File: src/hdl/sbpc_pkg.sv
// constants, types and layout for the shutter bridge power control block
package sbpc_pkg;
	// timing
	localparam int unsigned CLK_KHZ        = 250000;
	localparam int unsigned DEBOUNCE_MS    = 32;
	localparam int unsigned DEBOUNCE_CYC   = DEBOUNCE_MS * CLK_KHZ;
	localparam int unsigned DEB_W          = 24;

	// register byte addresses
	localparam logic [7:0] ADDR_CTRL       = 8'h00;
	localparam logic [7:0] ADDR_STATUS     = 8'h04;
	localparam logic [7:0] ADDR_IRQ_STAT   = 8'h08;
	localparam logic [7:0] ADDR_IRQ_MASK   = 8'h0c;

	// control register: bit 0 requests power-off, bit 1 forces bridges discharge_state
	localparam int unsigned CTRL_OFF_BIT   = 0;
	localparam int unsigned CTRL_GND_BIT   = 1;
	localparam int unsigned CTRL_W         = 2;

	// interrupt events, same layout in status and mask
	localparam int unsigned EV_ON          = 0;
	localparam int unsigned EV_OFF         = 1;
	localparam int unsigned EV_THERM       = 2;
	localparam int unsigned EV_SLEEP       = 3;
	localparam int unsigned EV_W           = 4;

	localparam logic [1:0] HTRANS_NONSEQ_B = 2'h2;

	typedef enum logic [1:0] {
		SBPC_PWR_OFF = 2'b01,
		SBPC_PWR_ON  = 2'b10
	} sbpc_pwr_e;

	typedef enum logic [3:0] {
		SBPC_BR_OPEN   = 4'b0001,
		SBPC_BR_POS    = 4'b0010,
		SBPC_BR_NEG    = 4'b0100,
		SBPC_BR_GROUND = 4'b1000
	} sbpc_br_e;

	// switch controls of one full bridge
	typedef struct packed {
		logic pos_hi;
		logic pos_lo;
		logic neg_hi;
		logic neg_lo;
	} sbpc_bridge_s;

	// control inputs of one bridge from the core
	typedef struct packed {
		logic ctl_hi;
		logic ctl_lo;
	} sbpc_bridge_ctl_s;

	typedef struct packed {
		sbpc_pwr_e           pwr;
		logic [DEB_W-1:0]    deb_cnt;
		logic                deb_done;
		logic                sleep_prev;
		logic                slider_block;
		sbpc_bridge_s        left;
		sbpc_bridge_s        right;
		logic                boost_en;
		logic [CTRL_W-1:0]   ctrl;
		logic [EV_W-1:0]     irq_stat;
		logic [EV_W-1:0]     irq_mask;
		logic                irq;
		logic                dp_wr;
		logic [7:0]          dp_addr;
		logic [31:0]         rdata;
	} sbpc_state_s;
endpackage

File: src/hdl/sbpc_top.sv
// shutter bridge decoder, power sequencer and ahb-lite register slave
`timescale 1ns/1ps
module sbpc_top #(
	parameter int unsigned DEB_CYCLES = sbpc_pkg::DEBOUNCE_CYC
) (
	// clock and reset
	input  wire logic                      ref_clk_i,
	input  wire logic                      reset_i,
	// ahb-lite slave
	input  wire logic                      hsel_i,
	input  wire logic [31:0]               haddr_i,
	input  wire logic [1:0]                htrans_i,
	input  wire logic                      hwrite_i,
	input  wire logic [2:0]                hsize_i,
	input  wire logic [31:0]               hwdata_i,
	input  wire logic                      hready_i,
	output logic      [31:0]               hrdata_o,
	output logic                           hreadyout_o,
	output logic                           hresp_o,
	// core control lines
	input  wire sbpc_pkg::sbpc_bridge_ctl_s left_bridge_ctl_i,
	input  wire sbpc_pkg::sbpc_bridge_ctl_s right_bridge_ctl_i,
	input  wire logic                      boost_on_i,
	input  wire logic                      sleep_req_i,
	// power inputs
	input  wire logic                      thermal_shutdown_i,
	input  wire logic                      power_switch_i,
	input  wire logic                      switch_type_select_i,
	// bridge switches, power outputs, interrupt
	output sbpc_pkg::sbpc_bridge_s         left_bridge_o,
	output sbpc_pkg::sbpc_bridge_s         right_bridge_o,
	output logic                           boost_switch_en_o,
	output logic                           regulator_output_en_o,
	output logic                           irq_o
);
	localparam int unsigned                DEB_LAST_I = DEB_CYCLES - 1;
	localparam logic [sbpc_pkg::DEB_W-1:0] DEB_LAST   = DEB_LAST_I[sbpc_pkg::DEB_W-1:0];
	localparam int unsigned                EV_W_L     = sbpc_pkg::EV_W;

	// power-off request bit is a strobe and never stays set
	localparam int unsigned                 CTRL_OFF_MASK_I = 1 << sbpc_pkg::CTRL_OFF_BIT;
	localparam logic [sbpc_pkg::CTRL_W-1:0] CTRL_OFF_MASK   =
		CTRL_OFF_MASK_I[sbpc_pkg::CTRL_W-1:0];

	sbpc_pkg::sbpc_state_s st;
	sbpc_pkg::sbpc_state_s next_st;

	// one bridge: control pair to switch pattern
	function automatic sbpc_pkg::sbpc_bridge_s bridge_decode(
		input sbpc_pkg::sbpc_bridge_ctl_s ctl,
		input logic                       boost
	);
		sbpc_pkg::sbpc_bridge_s sw;
		sw = '0;
		if (!boost) begin
			sw.pos_lo = 1'b1;
			sw.neg_lo = 1'b1;
		end else begin
			case ({ctl.ctl_hi, ctl.ctl_lo})
				2'b01: begin
					sw.pos_hi = 1'b1;
					sw.neg_lo = 1'b1;
				end
				2'b10: begin
					sw.neg_hi = 1'b1;
					sw.pos_lo = 1'b1;
				end
				2'b11: begin
					sw.pos_lo = 1'b1;
					sw.neg_lo = 1'b1;
				end
				default: sw = '0;
			endcase
		end
		return sw;
	endfunction

	logic        addr_ph;
	logic        pressed;
	logic        sleep_fall;
	logic        therm;
	logic        soft_off;
	logic        want_on;
	logic        want_off;
	logic        boost_ok;
	logic [EV_W_L-1:0] ev;

	assign addr_ph    = hsel_i && htrans_i == sbpc_pkg::HTRANS_NONSEQ_B && hready_i;
	assign pressed    = !power_switch_i;
	assign sleep_fall = st.sleep_prev && !sleep_req_i;
	assign therm      = thermal_shutdown_i;
	assign soft_off   = st.dp_wr && st.dp_addr == sbpc_pkg::ADDR_CTRL
	                    && hwdata_i[sbpc_pkg::CTRL_OFF_BIT];

	always_comb begin
		next_st  = st;
		want_on  = 1'b0;
		want_off = therm || sleep_fall || soft_off;

		if (switch_type_select_i) begin
			// push-button: one counter serves on and off alike
			next_st.slider_block = 1'b0;
			if (!pressed) begin
				next_st.deb_cnt  = '0;
				next_st.deb_done = 1'b0;
			end else if (!st.deb_done) begin
				if (st.deb_cnt == DEB_LAST) begin
					next_st.deb_done = 1'b1;
					if (st.pwr == sbpc_pkg::SBPC_PWR_OFF)
						want_on = 1'b1;
					else
						want_off = 1'b1;
				end else begin
					next_st.deb_cnt = st.deb_cnt + 1'b1;
				end
			end
		end else begin
			// slider: a forced off holds until the slider is moved to off
			next_st.deb_cnt  = '0;
			next_st.deb_done = 1'b0;
			if (want_off)
				next_st.slider_block = 1'b1;
			else if (!pressed)
				next_st.slider_block = 1'b0;
			if (pressed && !st.slider_block)
				want_on = 1'b1;
			else if (!pressed)
				want_off = 1'b1;
		end

		case (st.pwr)
			sbpc_pkg::SBPC_PWR_OFF: begin
				if (want_on && !want_off)
					next_st.pwr = sbpc_pkg::SBPC_PWR_ON;
			end
			sbpc_pkg::SBPC_PWR_ON: begin
				if (want_off)
					next_st.pwr = sbpc_pkg::SBPC_PWR_OFF;
			end
			default: next_st.pwr = sbpc_pkg::SBPC_PWR_OFF;
		endcase

		next_st.sleep_prev = sleep_req_i;

		// boost runs only while powered and cool
		boost_ok = boost_on_i && next_st.pwr == sbpc_pkg::SBPC_PWR_ON && !therm;
		next_st.boost_en = boost_ok;
		next_st.left  = bridge_decode(left_bridge_ctl_i,
			boost_ok && !st.ctrl[sbpc_pkg::CTRL_GND_BIT]);
		next_st.right = bridge_decode(right_bridge_ctl_i,
			boost_ok && !st.ctrl[sbpc_pkg::CTRL_GND_BIT]);

		// sticky events; a new event wins over a write-one clear
		ev = '0;
		ev[sbpc_pkg::EV_ON]    = st.pwr == sbpc_pkg::SBPC_PWR_OFF
		                         && next_st.pwr == sbpc_pkg::SBPC_PWR_ON;
		ev[sbpc_pkg::EV_OFF]   = st.pwr == sbpc_pkg::SBPC_PWR_ON
		                         && next_st.pwr == sbpc_pkg::SBPC_PWR_OFF;
		ev[sbpc_pkg::EV_THERM] = therm;
		ev[sbpc_pkg::EV_SLEEP] = sleep_fall;

		// data phase of a write
		if (st.dp_wr) begin
			if (st.dp_addr == sbpc_pkg::ADDR_CTRL)
				next_st.ctrl = hwdata_i[sbpc_pkg::CTRL_W-1:0] & ~CTRL_OFF_MASK;
			else if (st.dp_addr == sbpc_pkg::ADDR_IRQ_STAT)
				next_st.irq_stat = st.irq_stat & ~hwdata_i[EV_W_L-1:0];
			else if (st.dp_addr == sbpc_pkg::ADDR_IRQ_MASK)
				next_st.irq_mask = hwdata_i[EV_W_L-1:0];
		end
		next_st.irq_stat = next_st.irq_stat | ev;
		next_st.irq      = |(next_st.irq_stat & next_st.irq_mask);

		// address phase: latch writes, fetch read data for the data phase
		next_st.dp_wr   = addr_ph && hwrite_i;
		next_st.dp_addr = haddr_i[7:0];
		next_st.rdata   = '0;
		if (addr_ph && !hwrite_i) begin
			if (haddr_i[31:8] != '0)
				next_st.rdata = '0;
			else if (haddr_i[7:0] == sbpc_pkg::ADDR_CTRL)
				next_st.rdata = 32'(next_st.ctrl);
			else if (haddr_i[7:0] == sbpc_pkg::ADDR_STATUS)
				next_st.rdata = 32'({switch_type_select_i, st.boost_en,
					st.pwr == sbpc_pkg::SBPC_PWR_ON});
			else if (haddr_i[7:0] == sbpc_pkg::ADDR_IRQ_STAT)
				next_st.rdata = 32'(st.irq_stat);
			else if (haddr_i[7:0] == sbpc_pkg::ADDR_IRQ_MASK)
				next_st.rdata = 32'(st.irq_mask);
		end
		if (haddr_i[31:8] != '0)
			next_st.dp_wr = 1'b0;
	end

	always_ff @(posedge ref_clk_i) begin
		if (reset_i) begin
			st            <= '0;
			st.pwr        <= sbpc_pkg::SBPC_PWR_OFF;
			st.left       <= '{pos_hi: 1'b0, pos_lo: 1'b1, neg_hi: 1'b0, neg_lo: 1'b1};
			st.right      <= '{pos_hi: 1'b0, pos_lo: 1'b1, neg_hi: 1'b0, neg_lo: 1'b1};
		end else begin
			st <= next_st;
		end
	end

	assign hrdata_o              = st.rdata;
	assign hreadyout_o           = 1'b1;
	assign hresp_o               = 1'b0;
	assign left_bridge_o         = st.left;
	assign right_bridge_o        = st.right;
	assign boost_switch_en_o     = st.boost_en;
	assign regulator_output_en_o = st.pwr == sbpc_pkg::SBPC_PWR_ON;
	assign irq_o                 = st.irq;
endmodule

File: config.mk
export PLATFORM = sky130hd
export DESIGN_NAME = sbpc_top
export DESIGN_NICKNAME = d
export VERILOG_FILES = /design/src/hdl/sbpc_pkg.sv /design/src/hdl/sbpc_top.sv
export SDC_FILE = /design/constraint.sdc
export NUM_CORES = 1
export LEC_CHECK = 0
export BUFFER_PORTS_ARGS = -buffer_cell sky130_fd_sc_hd__buf_4
export CAP_MARGIN = 10
export CORE_UTILIZATION = 30
export DETAILED_ROUTE_END_ITERATION = 8
export PLACE_DENSITY = 0.54
export SKIP_CTS_REPAIR_TIMING = 1
export SLEW_MARGIN = 30
export SYNTH_ARGS = -nofsm -noshare
export SYNTH_HDL_FRONTEND = slang
export SYNTH_SLANG_ARGS = --single-unit
File: constraint.sdc
create_clock -name ref_clk_i -period 2.6 [get_ports ref_clk_i]
set_input_delay 0.52 -clock ref_clk_i [delete_from_list [all_inputs] [get_ports ref_clk_i]]
set_output_delay 0.52 -clock ref_clk_i [all_outputs]
set_load 0.1 [all_outputs]
======== After elaboration in Yosys (flattened, before gate mapping) ========
Cells that the tools add are included.
word-level totals
  register bits after elaboration ......... 90
  input bits .............................. 83
cells by class
  bitwise logic cells ..................... 9
  reductions and logical operators ........ 41
  equality and inequality tests ........... 17
  muxes and demuxes ....................... 38
  add/subtract/negate cells ............... 1
operator list
  kind                     count
  $eq A8 B4 Y1 const B     4
  $mux W1                  25
  $add A24 B1 Y24 const B  1
  $eq A24 B23 Y1 const B   1
  $reduce_bool A24 Y1      1
  $mux W4                  5
  $logic_not A8 Y1         2
  $eq A2 B2 Y1 const B     7
  $logic_and A1 B1 Y1      14
  $reduce_or A2 Y1         7
  $mux W10                 1
  $and A4 B4 Y4            2
  $eq A2 B1 Y1 const B     4
  $eq A8 B3 Y1 const B     1
  $mux W2                  4
  $mux W8                  1
  $reduce_or A4 Y1         2
  $logic_not A1 Y1         7
  $reduce_or A3 Y1         2
  $reduce_or A6 Y1         1
  $not A1 Y1               5
  $reduce_or A5 Y1         1
  $not A4 Y4               1
  $or A4 B4 Y4             1
  other kinds (5)          6

======== Depth between registers and ports, before layout ========
  depth after elaboration ................. 19
  depth in mapped cells ................... 8
  gate-level depth less buffers ........... 8

======== Worst setup path before layout ========
No wires, ideal clock.
  kind .................................... register -> register
  from .................................... reg st[88] (netlist bit)
  to ...................................... reg st, in the netlist left_bridge_o[0]
  arrival ................................. 2293 ps
  required time ........................... 2466 ps
  slack ................................... 173 ps
  stages on the path, launching flop included .. 7
  period minus slack after synthesis ...... 2427 ps
  path through ............................ dfxtp_1 > inv_1 > ha_1 > nand4_1 > o21ai_1 > o2111ai_2 > or4_1
on the way
  elaborated cells between the ends (all ways) .. 23
RTL lines
  element                            RTL line         source
  start: declaration                 sbpc_top.sv:45   sbpc_pkg::sbpc_state_s st;
  start signal: assignment           sbpc_top.sv:202  st <= next_st;
  $eq A2 B2 Y1                       -
  via regulator_output_en_o          sbpc_top.sv:33   output logic regulator_output_en_o,
  $pmux W2 S2                        sbpc_top.sv:131  case (st.pwr)
  $eq A2 B2 Y1                       sbpc_top.sv:146  boost_ok = boost_on_i && next_st.pwr == sbpc_pkg::SBPC_PWR_ON && !therm;
  $logic_and A1 B1 Y1 (2 in series)  sbpc_top.sv:146
  $logic_and A1 B1 Y1                sbpc_top.sv:149  boost_ok && !st.ctrl[sbpc_pkg::CTRL_GND_BIT]);
  $not A1 Y1 (no line)               -
  $reduce_or A2 Y1 (no line)         -
The timed path passes the listed nets, and every way through them passes these cells.
A chain may end at the register's enable or synchronous reset.

======== Final worst setup path ========
  from .................................... reg st[88] (netlist bit)
  to ...................................... reg st, in the netlist left_bridge_o[0]
on the way
  word-level cells in the longest chain between the ends .. 16
  elaborated cells between the ends (all ways) .. 23
RTL lines
  element                              RTL line                          source
  $eq A2 B1 Y1                         sbpc_top.sv:109, sbpc_top.sv:131
  $mux W1                              sbpc_top.sv:109                   if (st.pwr == sbpc_pkg::SBPC_PWR_OFF)
  $mux W1                              sbpc_top.sv:107                   if (st.deb_cnt == DEB_LAST) begin
  $mux W1                              sbpc_top.sv:106                   end else if (!st.deb_done) begin
  $mux W1                              sbpc_top.sv:103                   if (!pressed) begin
  $mux W1                              sbpc_top.sv:100                   if (switch_type_select_i) begin
  $logic_not A1 Y1                     sbpc_top.sv:133                   if (want_on && !want_off)
  $logic_and A1 B1 Y1                  sbpc_top.sv:133
  $mux W2                              sbpc_top.sv:133
  $pmux W2 S2 *                        sbpc_top.sv:131
  $eq A2 B2 Y1 *                       sbpc_top.sv:146
  $logic_and A1 B1 Y1 * (2 in series)  sbpc_top.sv:146
  $logic_and A1 B1 Y1 *                sbpc_top.sv:149
  $not A1 Y1 (no line) *               -
  $reduce_or A2 Y1 (no line) *         -
Mark *: on every way between the ends. The rest lies on a longest branch, timed or not.

==> out/summary.txt <==
CTS tree - yes
layout cell share with drive strength beyond 1 - 0.249
chip width - 103 um
average routed wire per standard cell - 12.1 um
die height - 103 um
grt ovf - 0
Worst setup EP type - flop
Post-synth ARST share - 0
maxcap violations - 0
crit path kind - reg2reg
initial antenna violation count - 0
fin crit period - 2.42 ns
Hold WC Path Type - in2reg
crit path launch type - flop
final setup vio count - 0
Sw Share - 0.322
first-pass GRT wire length - 10300 um
Main synth FF type - dfxtp_1
largest cells by area after synthesis - dfxtp_1 40%, buf_4 10%, nor2_1 4.9%, xnor2_1 4.6%, nor4_1 3.3%
final wirelength - 6870 um
initial DRC count - 64
Finished Core Util - 0.392
Post-synth top cells - 62 x dfxtp_1, 42 x buf_4, 40 x nor2_1
Post-Syn Instances - 355
Fin. Hold Viols - 0
Synth Area per Inst - 8.65 sq um
Initial Util - 0.311
period utilisation layout - 0.931
Psw - 0.749 mW
insertion delay to the later sink of the worst-skew pair - 0.34 ns
met2 Use GR - 0.201
largest net degree at the start of global routing - 26
Sequential Power Share - 0.422
Yosys cell types - 44
Final ANT Viol Nets - 0
DRC - 0
multi-input logic area - 0.00159 sq mm
worst relative slew slack - 0.649
Post-synth EDFFs - 0
Tightest Pin Transition - 0.525 ns
Hold WS - 0.382 ns
via-per-instance ratio - 4.57
Most Used Layer, Global Route - met2
Clock power frac - 0.378
register area share after synthesis - 0.404
largest fanout on the critical path - 6
die area - 0.0106 sq mm
setup TNS - 0 ns
DR pass1 iterations - 4
fin cells - 566
area share of the largest cell type after synthesis - 0.404
Final nets - 514
most frequent cell after synthesis - dfxtp_1
clock skew - 0.00832 ns
Critical Path RT - 2.82 ns
clk slew on worst S/H paths - 0.08 ns
routing usage on met3 - 0.0353
CP arrival - 2.64 ns
Mapped Area - 0.00307 sq mm
CTS root buf - clkbuf_8
Clock Sinks - 62
P_int - 1.58 mW
total CTS buffers - 9
# placed instances - 549
GRT Total Usage - 0.126
Slew Limit Fails - 0
routed vias - 2589
num ports - 128
fmax - 0.413 GHz
ant diodes - 0
area grow syn2layout - 26.0%
PortBufs - 66
leak pwr - 1.54 nW
CTS Buffer Depth - 2
DP HPWL - 5120 um
Combinational Power Share - 0.200
vias in the first global route - 2249
Reg area - 0.00124 sq mm
outcome - complete, no violations
met1 Use GR - 0.162
maximum VDD drop - 0.000244 V
Yosys reg bits - 62
Cell Pwr Density - 602 mW/mm^2
area leader, netlist - dfxtp_1
H-Tree Depth - 3
# rows - 36
synth warn - 0
fillers - 1014
core area - 0.00986 sq mm
RePlAce Congestion - 0.797
## area by class of cell
| cell class | count | area share |
|---|---|---|
| tap | 133 | 0.0430 |
| inverter | 11 | 0.0107 |
| multi-input combinational | 261 | 0.411 |
| clock buffer | 10 | 0.0356 |
| clock inverter | 6 | 0.0181 |
| timing repair buffer | 83 | 0.161 |
| sequential | 62 | 0.321 |
## placed cells by master, fill, tap and decap left out, types with 3 or more instances in the layout
cell	n
buf_4	83
dfxtp_1	62
nor2_1	40
conb_1	30
nand2_1	22
xnor2_1	16
nor4_1	15
o21ai_0	13
nor2b_1	12
inv_1	11
nand3_1	11
nor3_1	11
clkbuf_8	10
nand4_1	9
a21oi_1	8
and3_1	6
nand2b_1	6
mux2i_1	6
and2_1	5
and4_1	4
o211ai_1	4
or3_1	4
o22ai_1	4
or4_1	4
xor2_1	3
ha_1	3
clkinvlp_4	3
## power by group through the flow
stage | logic [mW] | clock network (mW) | registers, mW
2_1_floorplan | 0.361 | 0 | 1.00
3_3_place_gp | 0.451 | 0 | 1.00
3_5_place_dp | 0.456 | 0 | 1.00
4_1_cts | 0.457 | 0.902 | 0.983
5_1_grt | 0.493 | 0.940 | 0.985
6_report | 0.466 | 0.880 | 0.983
## registers in the layout, indices dropped and copies added, names as in the netlist
register           count
irq_o                  1
right_bridge_o         4
boost_switch_en_o      1
hrdata_o               4
left_bridge_o          4
st                    48
## per-stage QoR
step | setup slack, ns | area (sq um) | total power [mW]
2_1_floorplan | 0.173 | 3170 | 1.36
6_report | 0.180 | 3870 | 2.33
3_3_place_gp | 0.156 | 3610 | 1.46
5_1_grt | -0.00462 | 3870 | 2.42
3_5_place_dp | 0.104 | 3610 | 1.46
4_1_cts | 0.0846 | 3820 | 2.34
## worst paths after layout
check,from,cells past startpoint,slack [ns],end
worst max-delay path,st[88],6,0.18,left_bridge_o[0]
worst max register to register,st[88],6,0.18,left_bridge_o[0]
worst min-delay path,left_bridge_ctl_i[1],2,0.38,left_bridge_o[2]
worst min register to register,st[65],2,0.49,st[65]
## cells by family (layout without fill, tap and decap cells)
kind of cell	Yosys count	count (layout)	share of synthesized area
and+or+nand+nor	160	160	0.288
DFF	62	62	0.404
buffers and inverters	60	110	0.125
AOI/OAI and AO/OA	41	41	0.0872
xor gates and xnor gates	19	19	0.0542
muxes	8	8	0.0269
adders and majority gates	3	3	0.0122
other	2	30	0.00245
## metal layers
| layer | part of all wire | wire length, um |
|---|---|---|
| met2 | 0.48 | 3310 |
| met3 | 0.047 | 320 |
| met4 | 0.011 | 79 |
| met5 | 0 | 0 |
| met1 | 0.46 | 3160 |
## worst max-delay path, cell delays in order (launching register included)
cell	delay (ns)
dfxtp_1	0.41
ha_1	0.29
nand4_1	0.12
o32a_1	0.43
nor4b_4	0.43
o2111ai_4	0.19
or4_1	0.42
Note: power is estimated with default switching activity, not from simulation.
